==> config.mk <==
export PLATFORM = sky130hd
export DESIGN_NAME = pns_position_notify
export DESIGN_NICKNAME = d
export VERILOG_FILES = /design/src/hw/pns_notifier.v /design/src/hw/pns_smoother.v /design/src/hw/pns_position_notify.v
export VERILOG_INCLUDE_DIRS = /design/src /design/src/hw
export SDC_FILE = /design/constraint.sdc
export NUM_CORES = 2
export LEC_CHECK = 0
export BUFFER_PORTS_ARGS = -buffer_cell sky130_fd_sc_hd__buf_4
export CAP_MARGIN = 25
export CORE_MARGIN = 4
export CORE_UTILIZATION = 55
export CTS_CLUSTER_DIAMETER = 200
export DETAILED_ROUTE_END_ITERATION = 10
export PLACE_DENSITY = 0.75
export SYNTH_ARGS = -nofsm -noshare
export SYNTH_HDL_FRONTEND = slang
export SYNTH_SLANG_ARGS = --single-unit
==> constraint.sdc <==
create_clock -name clock_in -period 9.75 [get_ports clock_in]
set_input_delay 0 -clock clock_in [delete_from_list [all_inputs] [get_ports clock_in]]
set_output_delay 0 -clock clock_in [all_outputs]
set_load 0.02 [all_outputs]
==> src/hw/pns_consts.vh <==
`ifndef PNS_CONSTS_VH
`define PNS_CONSTS_VH

// timing
`define PNS_CLK_PERIOD_NS 25
`define PNS_MS_PERIOD_NS 1000000

// notification modes
`define PNS_MODE_OFF 2'h0
`define PNS_MODE_ITER 2'h1
`define PNS_MODE_MS 2'h2

// register word indexes, byte address = index * 4
`define PNS_IDX_POS 4'h0
`define PNS_IDX_SPOS 4'h1
`define PNS_IDX_RMODE 4'h2
`define PNS_IDX_RIVL 4'h3
`define PNS_IDX_RCHG 4'h4
`define PNS_IDX_RCNT 4'h5
`define PNS_IDX_SMODE 4'h6
`define PNS_IDX_SIVL 4'h7
`define PNS_IDX_SCHG 4'h8
`define PNS_IDX_SCNT 4'h9
`define PNS_IDX_COEF 4'ha
`define PNS_IDX_LOW 4'hb
`define PNS_IDX_HIGH 4'hc
`define PNS_IDX_THR 4'hd
`define PNS_IDX_LAST 4'hd
`define PNS_SLOT_RUPD 4'he
`define PNS_SLOT_SUPD 4'hf

// channel code nibbles: parent level, child level
`define PNS_PAR_RAW 4'h1
`define PNS_PAR_SMO 4'h2
`define PNS_CH_SELF 4'h0
`define PNS_CH_COEF 4'h1
`define PNS_CH_LOW 4'h2
`define PNS_CH_HIGH 4'h3
`define PNS_CH_THR 4'h4
`define PNS_CH_MODE 4'ha
`define PNS_CH_IVL 4'hb
`define PNS_CH_CHG 4'hc
`define PNS_CH_CNT 4'hd

// data values and reset values
`define PNS_ZERO 16'h0000
`define PNS_ONE 16'h0001
`define PNS_IVL_RST 16'h0001
`define PNS_CNT_RST 16'hffff
`define PNS_COEF_RST 16'h0040
`define PNS_LOW_RST 16'h8000
`define PNS_HIGH_RST 16'h7fff
`define PNS_THR_RST 16'h0004
`define PNS_COEF_FRAC 8

`endif

==> src/hw/pns_notifier.v <==
`timescale 1ns/1ps
`include "pns_consts.vh"

module pns_notifier #(
    parameter W = 16
) (
    input wire clock_in, // system clock
    input wire rst_b_in, // synchronised reset, active low
    input wire loop_tick_in, // event-loop iteration pulse
    input wire ms_tick_in, // millisecond pulse
    input wire [W-1:0] pos_in, // value to report
    input wire mode_wr_in, // mode write strobe
    input wire ivl_wr_in, // interval write strobe
    input wire chg_wr_in, // change-only write strobe
    input wire cnt_wr_in, // count write strobe
    input wire [W-1:0] wr_data_in, // written value
    output wire [1:0] mode_out, // current mode
    output wire [W-1:0] ivl_out, // stored interval
    output wire chg_out, // change-only flag
    output wire [W-1:0] cnt_out, // remaining count, signed
    output wire [W-1:0] snap_out, // value of last update
    output wire fire_out, // update due pulse
    output wire stop_out // count ran out pulse
);
    reg [1:0] mode_reg, mode_next;
    reg [W-1:0] ivl_reg, ivl_next;
    reg chg_reg, chg_next;
    reg [W-1:0] cnt_reg, cnt_next;
    reg [W-1:0] tick_reg, tick_next;
    reg [W-1:0] snap_reg, snap_next;
    reg fire_reg, fire_next;
    reg stop_reg, stop_next;
    reg due;

    always @* begin
        mode_next = mode_reg;
        ivl_next = ivl_reg;
        chg_next = chg_reg;
        cnt_next = cnt_reg;
        tick_next = tick_reg;
        snap_next = snap_reg;
        fire_next = 1'b0;
        stop_next = 1'b0;
        // counter saturates once its top bit is set, above any legal interval
        if (!tick_reg[W-1] && ((mode_reg == `PNS_MODE_ITER && loop_tick_in) ||
                (mode_reg == `PNS_MODE_MS && ms_tick_in))) begin
            tick_next = tick_reg + `PNS_ONE;
        end
        due = loop_tick_in && ((mode_reg == `PNS_MODE_ITER && tick_next >= ivl_reg) ||
            (mode_reg == `PNS_MODE_MS && tick_next > ivl_reg));
        if (due && !mode_wr_in && (!chg_reg || pos_in != snap_reg)) begin
            fire_next = 1'b1;
            tick_next = `PNS_ZERO;
            snap_next = pos_in;
            if (!cnt_reg[W-1]) begin
                if (cnt_reg <= `PNS_ONE) begin
                    cnt_next = `PNS_CNT_RST;
                    mode_next = `PNS_MODE_OFF;
                    stop_next = 1'b1;
                end else begin
                    cnt_next = cnt_reg - `PNS_ONE;
                end
            end
        end
        if (ivl_wr_in && !wr_data_in[W-1] && wr_data_in != `PNS_ZERO) begin
            ivl_next = wr_data_in;
        end
        if (chg_wr_in && wr_data_in == `PNS_ONE) begin
            chg_next = 1'b1;
        end else if (chg_wr_in && wr_data_in == `PNS_ZERO) begin
            chg_next = 1'b0;
        end
        if (cnt_wr_in) begin
            cnt_next = wr_data_in;
        end
        if (mode_wr_in && (wr_data_in == {14'h0000, `PNS_MODE_ITER} ||
                wr_data_in == {14'h0000, `PNS_MODE_MS})) begin
            mode_next = wr_data_in[1:0];
            tick_next = `PNS_ZERO;
        end else if (mode_wr_in && wr_data_in == `PNS_ZERO) begin
            mode_next = `PNS_MODE_OFF;
        end
    end

    always @(posedge clock_in or negedge rst_b_in) begin
        if (!rst_b_in) begin
            mode_reg <= `PNS_MODE_OFF;
            ivl_reg <= `PNS_IVL_RST;
            chg_reg <= 1'b0;
            cnt_reg <= `PNS_CNT_RST;
            tick_reg <= `PNS_ZERO;
            snap_reg <= `PNS_ZERO;
            fire_reg <= 1'b0;
            stop_reg <= 1'b0;
        end else begin
            mode_reg <= mode_next;
            ivl_reg <= ivl_next;
            chg_reg <= chg_next;
            cnt_reg <= cnt_next;
            tick_reg <= tick_next;
            snap_reg <= snap_next;
            fire_reg <= fire_next;
            stop_reg <= stop_next;
        end
    end

    assign mode_out = mode_reg;
    assign ivl_out = ivl_reg;
    assign chg_out = chg_reg;
    assign cnt_out = cnt_reg;
    assign snap_out = snap_reg;
    assign fire_out = fire_reg;
    assign stop_out = stop_reg;
endmodule

==> src/hw/pns_smoother.v <==
`timescale 1ns/1ps
`include "pns_consts.vh"

module pns_smoother #(
    parameter W = 16
) (
    input wire clock_in, // system clock
    input wire rst_b_in, // synchronised reset, active low
    input wire [W-1:0] sample_in, // raw reading, signed
    input wire sample_valid_in, // raw reading strobe
    input wire [W-1:0] coef_in, // weight, fraction of 2^frac
    input wire [W-1:0] low_in, // lower clamp, signed
    input wire [W-1:0] high_in, // upper clamp, signed
    input wire [W-1:0] thr_in, // exit threshold
    output wire [W-1:0] smooth_out, // smoothed value
    output wire constant_out // position held constant
);
    reg [W-1:0] sm_reg;
    reg [W-1:0] held_reg;
    reg const_reg;

    wire signed [W:0] diff = $signed({sample_in[W-1], sample_in}) -
        $signed({sm_reg[W-1], sm_reg});
    wire signed [2*W+1:0] prod = diff * $signed({1'b0, coef_in});
    wire signed [2*W+1:0] step_w = prod >>> `PNS_COEF_FRAC;
    wire signed [W+1:0] sm_ext = $signed({{2{sm_reg[W-1]}}, sm_reg});
    wire signed [W+1:0] cand = sm_ext + $signed(step_w[W+1:0]);
    wire signed [W+1:0] lo = $signed({{2{low_in[W-1]}}, low_in});
    wire signed [W+1:0] hi = $signed({{2{high_in[W-1]}}, high_in});
    wire signed [W+1:0] clamped = (cand < lo) ? lo : ((cand > hi) ? hi : cand);
    wire signed [W+1:0] dev = clamped - $signed({{2{held_reg[W-1]}}, held_reg});
    wire signed [W+1:0] mag = (dev < 0) ? -dev : dev;
    wire leave = mag > $signed({2'b00, thr_in});

    always @(posedge clock_in or negedge rst_b_in) begin
        if (!rst_b_in) begin
            sm_reg <= `PNS_ZERO;
            held_reg <= `PNS_ZERO;
            const_reg <= 1'b0;
        end else if (sample_valid_in) begin
            if (const_reg) begin
                if (leave) begin
                    const_reg <= 1'b0;
                    sm_reg <= clamped[W-1:0];
                end
            end else begin
                sm_reg <= clamped[W-1:0];
                if (clamped == sm_ext) begin
                    const_reg <= 1'b1;
                    held_reg <= sm_reg;
                end
            end
        end
    end

    assign smooth_out = sm_reg;
    assign constant_out = const_reg;
endmodule

==> src/hw/pns_position_notify.v <==
// Added by the designer: the address-and-strobe port and the placing of the registers.
`timescale 1ns/1ps
`include "pns_consts.vh"

// Overview of operation
// - each position channel has mode: 0 off, 1 iteration-paced, 2 millisecond-paced.
// - iteration mode sends at most one update every interval loop iterations.
// - millisecond mode checks timer each iteration, sends once timer exceeds interval.
// - change-only skips unchanged positions; write 1 sets, 0 clears, else unchanged.
// - interval write taken only when positive, otherwise kept.
// - negative count means unlimited; nonnegative is updates left to send.
// - parameter write or read answers with the resulting value.
// - mode write 1 or 2 answers first, then updates start.
// - mode write 0 stops updates, then answers on mode channel.
// - other mode values only answer, state unchanged.
// - each update sent with nonnegative count decrements it.
// - count reaching zero becomes -1, stops, answers mode then count.
// - mode read shows 1, 2 while active, 0 when idle.
// - smoothed position is moving average with coefficient, detects constant position.
// - smoothed value is clamped between low and high bounds.
// - constant state left only when change exceeds threshold.
// - smoothed values have a second independent notifier identical to raw one.
// - smoothed position channel is read-only; read answers current value.
// - smoothed notify codes equal raw ones with the parent character swapped.
// - each hierarchy level is one code character, parent prefixes children.
// - top-level character names the actuator; instances independent.
module pns_position_notify #(
    parameter W = 16,
    parameter [7:0] ACT_ID = 8'h70,
    parameter MS_CYCLES = `PNS_MS_PERIOD_NS / `PNS_CLK_PERIOD_NS
) (
    input wire clock_in, // 40 MHz clock
    input wire rst_b_in, // reset, active low
    input wire [7:0] addr_in, // register byte address
    input wire [W-1:0] wr_data_in, // register write data
    input wire wr_en_in, // write strobe
    input wire rd_en_in, // read strobe
    output reg [W-1:0] rd_data_out, // read data, cycle after strobe
    input wire loop_tick_in, // event-loop iteration pulse
    input wire [W-1:0] pos_in, // raw position reading
    input wire pos_valid_in, // raw reading strobe
    input wire msg_ready_in, // host link takes message
    output reg msg_valid_out, // message valid
    output reg [7:0] msg_act_out, // actuator character
    output reg [7:0] msg_chan_out, // channel code
    output reg [W-1:0] msg_payload_out // message payload
);
    reg rst_meta_reg;
    reg rst_sync_reg;
    wire rst_b_sync = rst_sync_reg;

    always @(posedge clock_in or negedge rst_b_in) begin
        if (!rst_b_in) begin
            rst_meta_reg <= 1'b0;
            rst_sync_reg <= 1'b0;
        end else begin
            rst_meta_reg <= 1'b1;
            rst_sync_reg <= rst_meta_reg;
        end
    end

    // millisecond enable
    reg [31:0] ms_div_reg;
    reg ms_tick_reg;

    always @(posedge clock_in or negedge rst_b_sync) begin
        if (!rst_b_sync) begin
            ms_div_reg <= 32'h00000000;
            ms_tick_reg <= 1'b0;
        end else if (ms_div_reg == MS_CYCLES - 1) begin
            ms_div_reg <= 32'h00000000;
            ms_tick_reg <= 1'b1;
        end else begin
            ms_div_reg <= ms_div_reg + 32'h00000001;
            ms_tick_reg <= 1'b0;
        end
    end

    // address decode
    wire [3:0] idx = addr_in[5:2];
    wire map_ok = (addr_in[7:6] == 2'h0) && (addr_in[1:0] == 2'h0) &&
        (idx <= `PNS_IDX_LAST);
    wire wr_hit = wr_en_in && map_ok;
    wire rd_hit = rd_en_in && map_ok;
    wire acc_hit = wr_hit || rd_hit;
    wire w_rmode = wr_hit && idx == `PNS_IDX_RMODE;
    wire w_smode = wr_hit && idx == `PNS_IDX_SMODE;

    // parameter registers
    reg [W-1:0] raw_pos_reg;
    reg [W-1:0] coef_reg;
    reg [W-1:0] low_reg;
    reg [W-1:0] high_reg;
    reg [W-1:0] thr_reg;

    always @(posedge clock_in or negedge rst_b_sync) begin
        if (!rst_b_sync) begin
            raw_pos_reg <= `PNS_ZERO;
            coef_reg <= `PNS_COEF_RST;
            low_reg <= `PNS_LOW_RST;
            high_reg <= `PNS_HIGH_RST;
            thr_reg <= `PNS_THR_RST;
        end else begin
            if (pos_valid_in) begin
                raw_pos_reg <= pos_in;
            end
            if (wr_hit && idx == `PNS_IDX_COEF) begin
                coef_reg <= wr_data_in;
            end
            if (wr_hit && idx == `PNS_IDX_LOW) begin
                low_reg <= wr_data_in;
            end
            if (wr_hit && idx == `PNS_IDX_HIGH) begin
                high_reg <= wr_data_in;
            end
            if (wr_hit && idx == `PNS_IDX_THR) begin
                thr_reg <= wr_data_in;
            end
        end
    end

    wire [W-1:0] sm_val;
    wire sm_const;

    pns_smoother #(.W(W)) u_smoother (
        .clock_in(clock_in),
        .rst_b_in(rst_b_sync),
        .sample_in(pos_in),
        .sample_valid_in(pos_valid_in),
        .coef_in(coef_reg),
        .low_in(low_reg),
        .high_in(high_reg),
        .thr_in(thr_reg),
        .smooth_out(sm_val),
        .constant_out(sm_const)
    );

    wire [1:0] r_mode, s_mode;
    wire [W-1:0] r_ivl, s_ivl, r_cnt, s_cnt, r_snap, s_snap;
    wire r_chg, s_chg, r_fire, s_fire, r_stop, s_stop;

    pns_notifier #(.W(W)) u_raw_notifier (
        .clock_in(clock_in),
        .rst_b_in(rst_b_sync),
        .loop_tick_in(loop_tick_in),
        .ms_tick_in(ms_tick_reg),
        .pos_in(raw_pos_reg),
        .mode_wr_in(w_rmode),
        .ivl_wr_in(wr_hit && idx == `PNS_IDX_RIVL),
        .chg_wr_in(wr_hit && idx == `PNS_IDX_RCHG),
        .cnt_wr_in(wr_hit && idx == `PNS_IDX_RCNT),
        .wr_data_in(wr_data_in),
        .mode_out(r_mode),
        .ivl_out(r_ivl),
        .chg_out(r_chg),
        .cnt_out(r_cnt),
        .snap_out(r_snap),
        .fire_out(r_fire),
        .stop_out(r_stop)
    );

    // second notifier reports smoothed values
    pns_notifier #(.W(W)) u_smo_notifier (
        .clock_in(clock_in),
        .rst_b_in(rst_b_sync),
        .loop_tick_in(loop_tick_in),
        .ms_tick_in(ms_tick_reg),
        .pos_in(sm_val),
        .mode_wr_in(w_smode),
        .ivl_wr_in(wr_hit && idx == `PNS_IDX_SIVL),
        .chg_wr_in(wr_hit && idx == `PNS_IDX_SCHG),
        .cnt_wr_in(wr_hit && idx == `PNS_IDX_SCNT),
        .wr_data_in(wr_data_in),
        .mode_out(s_mode),
        .ivl_out(s_ivl),
        .chg_out(s_chg),
        .cnt_out(s_cnt),
        .snap_out(s_snap),
        .fire_out(s_fire),
        .stop_out(s_stop)
    );

    // value carried by a read or by a message slot
    function [W-1:0] slot_val;
        input [3:0] s;
        begin
            case (s)
                `PNS_IDX_POS: slot_val = raw_pos_reg;
                `PNS_IDX_SPOS: slot_val = sm_val;
                `PNS_IDX_RMODE: slot_val = {14'h0000, r_mode};
                `PNS_IDX_RIVL: slot_val = r_ivl;
                `PNS_IDX_RCHG: slot_val = {15'h0000, r_chg};
                `PNS_IDX_RCNT: slot_val = r_cnt;
                `PNS_IDX_SMODE: slot_val = {14'h0000, s_mode};
                `PNS_IDX_SIVL: slot_val = s_ivl;
                `PNS_IDX_SCHG: slot_val = {15'h0000, s_chg};
                `PNS_IDX_SCNT: slot_val = s_cnt;
                `PNS_IDX_COEF: slot_val = coef_reg;
                `PNS_IDX_LOW: slot_val = low_reg;
                `PNS_IDX_HIGH: slot_val = high_reg;
                `PNS_IDX_THR: slot_val = thr_reg;
                `PNS_SLOT_RUPD: slot_val = r_snap;
                `PNS_SLOT_SUPD: slot_val = s_snap;
                default: slot_val = `PNS_ZERO;
            endcase
        end
    endfunction

    // code: parent character, then child character
    function [7:0] chan_of;
        input [3:0] s;
        begin
            case (s)
                `PNS_IDX_POS: chan_of = {`PNS_PAR_RAW, `PNS_CH_SELF};
                `PNS_IDX_SPOS: chan_of = {`PNS_PAR_SMO, `PNS_CH_SELF};
                `PNS_IDX_RMODE: chan_of = {`PNS_PAR_RAW, `PNS_CH_MODE};
                `PNS_IDX_RIVL: chan_of = {`PNS_PAR_RAW, `PNS_CH_IVL};
                `PNS_IDX_RCHG: chan_of = {`PNS_PAR_RAW, `PNS_CH_CHG};
                `PNS_IDX_RCNT: chan_of = {`PNS_PAR_RAW, `PNS_CH_CNT};
                `PNS_IDX_SMODE: chan_of = {`PNS_PAR_SMO, `PNS_CH_MODE};
                `PNS_IDX_SIVL: chan_of = {`PNS_PAR_SMO, `PNS_CH_IVL};
                `PNS_IDX_SCHG: chan_of = {`PNS_PAR_SMO, `PNS_CH_CHG};
                `PNS_IDX_SCNT: chan_of = {`PNS_PAR_SMO, `PNS_CH_CNT};
                `PNS_IDX_COEF: chan_of = {`PNS_PAR_SMO, `PNS_CH_COEF};
                `PNS_IDX_LOW: chan_of = {`PNS_PAR_SMO, `PNS_CH_LOW};
                `PNS_IDX_HIGH: chan_of = {`PNS_PAR_SMO, `PNS_CH_HIGH};
                `PNS_IDX_THR: chan_of = {`PNS_PAR_SMO, `PNS_CH_THR};
                `PNS_SLOT_RUPD: chan_of = {`PNS_PAR_RAW, `PNS_CH_SELF};
                `PNS_SLOT_SUPD: chan_of = {`PNS_PAR_SMO, `PNS_CH_SELF};
                default: chan_of = {`PNS_PAR_RAW, `PNS_CH_SELF};
            endcase
        end
    endfunction

    // pending messages, lowest slot first: answers ahead of updates
    reg [15:0] pend_reg;
    reg [15:0] pend_set;
    reg [15:0] pend_clr;
    reg [3:0] sel;
    reg sel_ok;
    reg take;
    integer i;

    always @* begin
        pend_set = 16'h0000;
        pend_clr = 16'h0000;
        sel = 4'h0;
        sel_ok = 1'b0;
        if (acc_hit) begin
            pend_set[idx] = 1'b1;
        end
        if (r_fire) begin
            pend_set[`PNS_SLOT_RUPD] = 1'b1;
        end
        if (s_fire) begin
            pend_set[`PNS_SLOT_SUPD] = 1'b1;
        end
        if (r_stop) begin
            pend_set[`PNS_IDX_RMODE] = 1'b1;
            pend_set[`PNS_IDX_RCNT] = 1'b1;
        end
        if (s_stop) begin
            pend_set[`PNS_IDX_SMODE] = 1'b1;
            pend_set[`PNS_IDX_SCNT] = 1'b1;
        end
        for (i = 15; i >= 0; i = i - 1) begin
            if (pend_reg[i]) begin
                sel = i[3:0];
                sel_ok = 1'b1;
            end
        end
        take = sel_ok && (!msg_valid_out || msg_ready_in);
        if (take) begin
            pend_clr[sel] = 1'b1;
        end
        // a stop also drops an update fired in this very cycle
        if (w_rmode && wr_data_in == `PNS_ZERO) begin
            pend_set[`PNS_SLOT_RUPD] = 1'b0;
            pend_clr[`PNS_SLOT_RUPD] = 1'b1;
        end
        if (w_smode && wr_data_in == `PNS_ZERO) begin
            pend_set[`PNS_SLOT_SUPD] = 1'b0;
            pend_clr[`PNS_SLOT_SUPD] = 1'b1;
        end
    end

    always @(posedge clock_in or negedge rst_b_sync) begin
        if (!rst_b_sync) begin
            pend_reg <= 16'h0000;
            rd_data_out <= `PNS_ZERO;
            msg_valid_out <= 1'b0;
            msg_act_out <= ACT_ID;
            msg_chan_out <= 8'h00;
            msg_payload_out <= `PNS_ZERO;
        end else begin
            pend_reg <= (pend_reg & ~pend_clr) | pend_set;
            msg_act_out <= ACT_ID;
            rd_data_out <= rd_hit ? slot_val(idx) : `PNS_ZERO;
            if (take) begin
                msg_valid_out <= 1'b1;
                msg_chan_out <= chan_of(sel);
                msg_payload_out <= slot_val(sel);
            end else if (msg_ready_in) begin
                msg_valid_out <= 1'b0;
            end
        end
    end
endmodule

Yosys cells after proc, flatten, opt, wreduce, memory -nomap -nowiden
Memory sizes are Yosys's and may differ from the RTL's. A register that Yosys moved wholly into a read port is not among the register bits.
Cells that the tools add are included.
- shift-type cells: 0
- bitwise gates (word level): 4
- div/mod/pow operators: 0
- $lt $le $gt $ge: 15
- multipliers: 1
- reductions and logical operators: 86
- $add $sub $neg: 9
- equality and inequality tests: 45
- muxes and demuxes: 99
- operators with widths (cell ; number):
    $pmux W16 S16 ; 2
    $mux W16 ; 19
    $eq A4 B4 Y1 const B ; 16
    $mux W4 ; 16
    $mux W18 ; 3
    $logic_and A1 B1 Y1 ; 47
    $mux W1 ; 46
    $add A16 B1 Y16 const B ; 2
    $add A32 B1 Y32 const B ; 1
    $eq A32 B16 Y1 const B ; 1
    $eq A4 B3 Y1 const B ; 8
    $ge A16 B16 Y1 ; 2
    $gt A16 B16 Y1 ; 2
    $le A16 B1 Y1 const B ; 2
    $mux W32 ; 1
    $ne A16 B16 Y1 ; 2
    $sub A16 B1 Y16 const B ; 2
    $mul A17 B17 Y26 ; 1
    $mux W2 ; 10
    $add A16 B18 Y18 ; 1
    $eq A18 B16 Y1 ; 1
    $gt A18 B16 Y1 ; 1
    $gt A18 B17 Y1 ; 1
    $lt A18 B1 Y1 const B ; 1
    31 further kinds ; 71
- memory bits (writable): 0
- output and inout port bits: 49
- word-level logic and storage cells: 295
- flip-flop bits (word level): 343
- bits of input ports: 47
- memory bits (read-only): 96
- memories kept: 1
- latch bits: 0
- memories (memory ; words ; bits a word ; rd ports ; clocked after Yosys merged registers in ; wr ports ; RTL line ; source):
    (no name shown) ; 16 ; 6 ; 1 ; 1 ; 0 ; pns_position_notify.v:213 ; case (s)

Longest topological paths before layout
- depth after elaboration: 25
- gate-level depth with buffers: 81
- gate-level depth less buffers: 78

Cells and area by module
From an unflattened synthesis, not the netlist that was laid out.
- cells, all modules: 3483
- area total of the unflattened synthesis: 32426.1 um^2
- modules (own cells, without submodules) (module ; sequential area each (um^2) ; instances ; cells each ; area each (um^2)):
    pns_smoother ; 825.8 ; 1 ; 1724 ; 14253.7
    pns_position_notify ; 4276.6 ; 1 ; 951 ; 9719.3
    pns_notifier ; 1747.9 ; 2 ; 404 ; 4226.6

Worst setup path before layout
No wires, ideal clock.
- kind: register -> register
- start point: register u_smoother.sm_reg[5] (netlist: u_smoother.smooth_out[5])
- end point: register u_smoother.sm_reg[10] (netlist: u_smoother.smooth_out[10])
- setup time: 125 ps
- period minus slack after synthesis: 16436 ps
- buffers on the path: 5
- slack: -6686 ps
- stages on the path, launching flop included: 76
- arrival time: 16312 ps
- data required time: 9625 ps
- cell sequence: dfrtp_1 clkbuf_1 inv_1 ha_1 o211a_1 nor4bb_1 o21a_1 or4_4 clkbuf_1 and3_1 fa_1 inv_1 fa_1 inv_1 fa_1 fa_1 fa_1 inv_1 (+40 left out) or2_2 nor2_1 clkbuf_1 a21oi_1 xnor2_1 ha_1 nand4_1 nor2_1 a21oi_1 o211ai_1 a221oi_1 a41oi_1 a21oi_1 a22o_1 o21a_1 a21oi_2 buf_2 mux2_2
- word-level cells in the longest chain between the ends: 12
- elaborated cells between the ends (all ways): 16
- classes of those cells: 4 x add/sub; 1 x mul; 4 x order compare; 1 x eq/ne; 5 x mux; 1 x reduce/logical
- RTL lines (item ; RTL line ; source):
    start, declared ; pns_smoother.v:18 ; reg [W-1:0] sm_reg;
    start signal, assigned ; pns_smoother.v:37 ; sm_reg <= `PNS_ZERO;
    start signal, assigned ; pns_smoother.v:44 ; sm_reg <= clamped[W-1:0];
    start signal, assigned ; pns_smoother.v:47 ; sm_reg <= clamped[W-1:0];
    $sub A16 B16 Y17 ; pns_smoother.v:22 ; wire signed [W:0] diff = $signed({sample_in[W-1], sample_in}) -
    $mul A17 B17 Y26 ; pns_smoother.v:24 ; wire signed [2*W+1:0] prod = diff * $signed({1'b0, coef_in});
    $add A16 B18 Y18 * ; pns_smoother.v:27 ; wire signed [W+1:0] cand = sm_ext + $signed(step_w[W+1:0]);
    $gt A18 B16 Y1 ; pns_smoother.v:30 ; wire signed [W+1:0] clamped = (cand < lo) ? lo : ((cand > hi) ? hi : cand);
    $mux W18 ; pns_smoother.v:30 ;
    $mux W18 * ; pns_smoother.v:30 ;
    net u_smoother.clamped[8] ; pns_smoother.v:30 ;
    $sub A18 B16 Y18 * ; pns_smoother.v:31 ; wire signed [W+1:0] dev = clamped - $signed({{2{held_reg[W-1]}}, held_reg});
    $neg A18 Y18 or $lt A18 B1 Y1 (tied branches) ; pns_smoother.v:32 ; wire signed [W+1:0] mag = (dev < 0) ? -dev : dev;
    $mux W18 * ; pns_smoother.v:32 ;
    $gt A18 B17 Y1 * ; pns_smoother.v:33 ; wire leave = mag > $signed({2'b00, thr_in});
    $ne A2 B2 Y1 (no line) * ; -- ;
    $reduce_and A2 Y1 (no line) * ; -- ;
The timed path passes the listed nets; every way through them passes the cells marked *. The select of a mux whose other input is x is not followed.
A chain may end at the register's enable or synchronous reset.

Final worst setup path
- start point: register u_smoother.sm_reg[10] (netlist: u_smoother.smooth_out[10])
- end point: register u_smoother.sm_reg[10] (netlist: u_smoother.smooth_out[10])
The elaborated chain is that of the path after synthesis.

==> impl_table.tex <==
\begin{tabular}{lr}
\hline
Metric & Value \\
\hline
\multicolumn{2}{l}{\textbf{Floorplan}} \\
Die Wd & roughly 250 microns \\
Starting Density & 0.559 \\
Count of boundary I/O pins & 96 \\
Row cnt & between 80 and 90 \\
Total Die Area & 61700 sq um \\
Floorplan Core Area & 56800 sq um \\
Overall die height & roughly 250 microns \\
\multicolumn{2}{l}{\textbf{GRT}} \\
Wire length of the first global-routing pass & approximately 170000 microns \\
Global Route Usage Sum & 0.371 \\
Number of antenna violations at the first check in global routing & 4 \\
Maximum number of pins on one net before global-route repair & $\sim$160 \\
Total congestion overflow after global routing & 0 \\
Number of global-route vias before repair & 29.0k \\
\multicolumn{2}{l}{\textbf{Routing}} \\
Number of DRC markers in iteration 0 & about 3.6k \\
Vias per std cell & between 6 and 7 \\
Via count & 29.6k \\
Number of nets still failing antenna checks after routing & 0 \\
Number of search-and-repair iterations in the first detailed-routing pass & 11 \\
Routed length per instance & 23.8 microns \\
Number of design rule violations left after detail routing & 0 \\
Post-Route WL & 115000 microns \\
\multicolumn{2}{l}{\textbf{Logic synthesis}} \\
Area of the mapped netlist & 31800 sq um \\
Number of flip-flops and latches in the synthesized netlist & approximately 340 \\
Post-synth ARST share & 1.00 \\
Count of yosys warnings during synthesis & 0 \\
Register area share after synthesis & 0.271 \\
Number of distinct standard cells referenced by the synthesized netlist & 97 \\
Post-Synthesis Mean Instance Area & $\sim$9 sq um \\
Number of enable-type register cells in the synthesized netlist & 0 \\
Post-Syn Instances & 3539 \\
Most frequently used flop master after synthesis & sky130\_fd\_sc\_hd\_\_dfrtp\_1 \\
\multicolumn{2}{l}{\textbf{Status}} \\
Result of the run & finished with violations \\
Violated checks & negative setup slack \\
\multicolumn{2}{l}{\textbf{CTS}} \\
Clk Tree Root Cell & sky130\_fd\_sc\_hd\_\_clkbuf\_16 \\
Reg clk slew, reported paths & $\sim$0.060 ns \\
Number of levels in the clock H-tree & 2 \\
CTS sink count & around 340 \\
Clock latency of the later-clocked register in the worst-skew pair & 0.55 ns \\
Maximum buffer depth of the clock tree & 3 \\
Cts bufs inserted & 37 \\
Clock tree from TritonCTS & yes \\
\multicolumn{2}{l}{\textbf{Placement}} \\
Dpl hpwl & just under 90000 microns \\
Routability congestion estimate from global placement & 1.05 \\
I/O Buffers & 85 \\
Cell area after placement & $\sim$37000 sq um \\
\multicolumn{2}{l}{\textbf{Setup path}} \\
CP Max Fanout & 7 \\
Data arrival at the endpoint of the critical path & 15.63 ns \\
Buf+Inv Stages, Crit Path & 17 \\
Critical setup path kind & reg2reg \\
Worst setup EP type & flop \\
Standard cell with the maximum stage delay on the critical path & sky130\_fd\_sc\_hd\_\_fa\_1 \\
Most frequent CP cell & sky130\_fd\_sc\_hd\_\_buf\_4 \\
Cell type group with the largest total delay on the critical path & adder cells \\
Nature of the critical path startpoint & flop \\
CP Data Required Time & roughly 10 ns \\
Delay of the slowest cell on the worst path & 0.53 ns \\
\multicolumn{2}{l}{\textbf{Timing}} \\
Max-slew violation total from the final report & 0 \\
Worst relative slew slack & 0.174 \\
Actual transition at the worst max-transition pin & approximately 1.2 ns \\
RSZ-0062 raised after global routing & yes \\
Final WS setup & -5.46 ns \\
Worst setup skew after layout & between 0.02 and 0.025 ns \\
Maximum frequency from static timing analysis & roughly 66 MHz \\
Portion of the clock cycle consumed by the worst path in the final layout & 1.56 \\
Setup tns final & -125.91 ns \\
Final-report hold violation count & 0 \\
Worst-case hold slack & a little over 0.06 ns \\
Shortest clock period the worst path allows after layout & 15.21 ns \\
Number of endpoints failing setup at the final stage & 33 \\
\multicolumn{2}{l}{\textbf{Cells and area}} \\
Net count, final & 4528 \\
Largest register FFs & 32 \\
Fill cell total of the finished layout & between 4k and 5k \\
Layout-stage area growth over the synthesis result & 24.3\% \\
Fraction of final layout cells with drive strength greater than 1 & 0.254 \\
Most common cell after layout, fill and taps aside & sky130\_fd\_sc\_hd\_\_buf\_4 \\
Cell area after layout & $\sim$39000 sq um \\
Most used cells in the layout excluding fill and tap cells & 577 x sky130\_fd\_sc\_hd\_\_buf\_4, 440 x sky130\_fd\_sc\_hd\_\_inv\_1, 331 x sky130\_fd\_sc\_hd\_\_nand2\_1, 286 x sky130\_fd\_sc\_hd\_\_dfrtp\_1, 207 x sky130\_fd\_sc\_hd\_\_fa\_1 \\
\multicolumn{2}{l}{\textbf{Job}} \\
Max Cap Viol & 0 \\
\multicolumn{2}{l}{\textbf{Min path}} \\
Hold Path Class & in2reg \\
\hline
\end{tabular}
[area by class of cell]
class | instances | area [sq um] | share of cell area
tap | 756 | 946 | 0.0240
clock inverter | 18 | 238 | 0.00602
timing repair buffer | 661 | 5370 | 0.136
antenna | 2 | 5.00 | 0.000127
clock buffer | 48 | 1030 | 0.0260
inverter | 453 | 1710 | 0.0432
sequential | 341 | 8600 | 0.218
multi-input combinational | 2560 | 21600 | 0.547
[final timing paths]
| path | to | startpoint | slack [ns] | cells past startpoint |
|---|---|---|---|---|
| worst min register to register | rst_b_sync | rst_meta_reg | 0.36 | 0 |
| min in group asynchronous | rst_b_sync | rst_b_in | 0.32 | 3 |
| max in group asynchronous | u_smo_notifier.tick_reg[8] | rst_b_sync | 7.24 | 2 |
| worst min-delay path | pend_reg[8] | addr_in[4] | 0.06 | 3 |
| worst max register to register | u_smoother.smooth_out[10] | u_smoother.smooth_out[10] | -5.46 | 74 |
| worst max-delay path | u_smoother.smooth_out[10] | u_smoother.smooth_out[10] | -5.46 | 74 |
[routing by layer]
layer  vias up  wire length (microns)  GRT usage
met3       377                  13800      0.108
met4         2                   5920      0.138
met5         -                     13          0
met1     14385                  48000      0.530
met2      1714                  47600      0.538
li1      13080                      -          -
[timing repair]
| item | CTS | global route |
|---|---|---|
| setup endpoints to repair | 33 | 33 |
| resized for setup | 61 | 82 |
| buffers inserted | 23 | 24 |
| gates cloned | 2 | 1 |
| hold buffers | 54 | 0 |
| pin swaps | 50 | 61 |
| endpoints found under the hold margin | 150 | 0 |
[logic make-up after synthesis]
| logic type | after synthesis | share of synthesized area |
|---|---|---|
| xor+xnor | 197 | 0.0561 |
| flops | 341 | 0.271 |
| compound gates | 712 | 0.150 |
| buf+inv | 647 | 0.0807 |
| other cells | 2 | 0.000236 |
| mux | 178 | 0.0617 |
| fa+ha+maj | 427 | 0.218 |
| simple gates | 1035 | 0.163 |
[tightest hold or removal path, delay by kind of cell]
family / cells / cell delay, ns
AO/OA/AOI/OAI: 1 / 0.25
buffers and inverters: 1 / 0.19
AND/OR/NAND/NOR: 1 / 0.11
[synthesized netlist by cell type (all sizes together), types with 11 or more instances]
cell | count | share of area
a2111oi | 22 | 0.0067
a211oi | 16 | 0.0039
a21o | 40 | 0.0095
a21oi | 179 | 0.028
a221oi | 22 | 0.0061
a222oi | 19 | 0.0060
a22o | 18 | 0.0050
a22oi | 93 | 0.022
a31oi | 21 | 0.0041
and2 | 106 | 0.021
and3 | 42 | 0.0083
and4 | 11 | 0.0031
buf | 31 | 0.0061
clkbuf | 162 | 0.021
dfrtp | 289 | 0.23
dfstp | 52 | 0.043
fa | 213 | 0.13
ha | 214 | 0.084
inv | 453 | 0.054
mux2 | 139 | 0.049
mux2i | 39 | 0.012
nand2 | 333 | 0.039
nand2b | 27 | 0.0053
nand3 | 55 | 0.0088
nand4 | 53 | 0.010
nor2 | 193 | 0.023
nor2b | 83 | 0.016
nor3 | 45 | 0.0071
nor4 | 21 | 0.0041
o21a | 39 | 0.0093
o21ai | 146 | 0.023
o22ai | 11 | 0.0022
o31ai | 12 | 0.0028
or2 | 14 | 0.0028
or3 | 15 | 0.0030
xnor2 | 153 | 0.042
xor2 | 40 | 0.011
[per-stage QoR]
stage                     std cells  setup WS [ns]  utilization
after floorplan                3548          -4.90            -
after global placement         4669          -5.35        0.645
after detailed placement       4670          -5.66        0.646
after CTS                      4814          -5.36        0.686
after global routing           4837          -6.15        0.695
final                          4839          -5.46        0.695
Power is left out: the tool's default activity adds up to more than one toggle a clock period on the data nets, which glitch-free logic cannot reach.
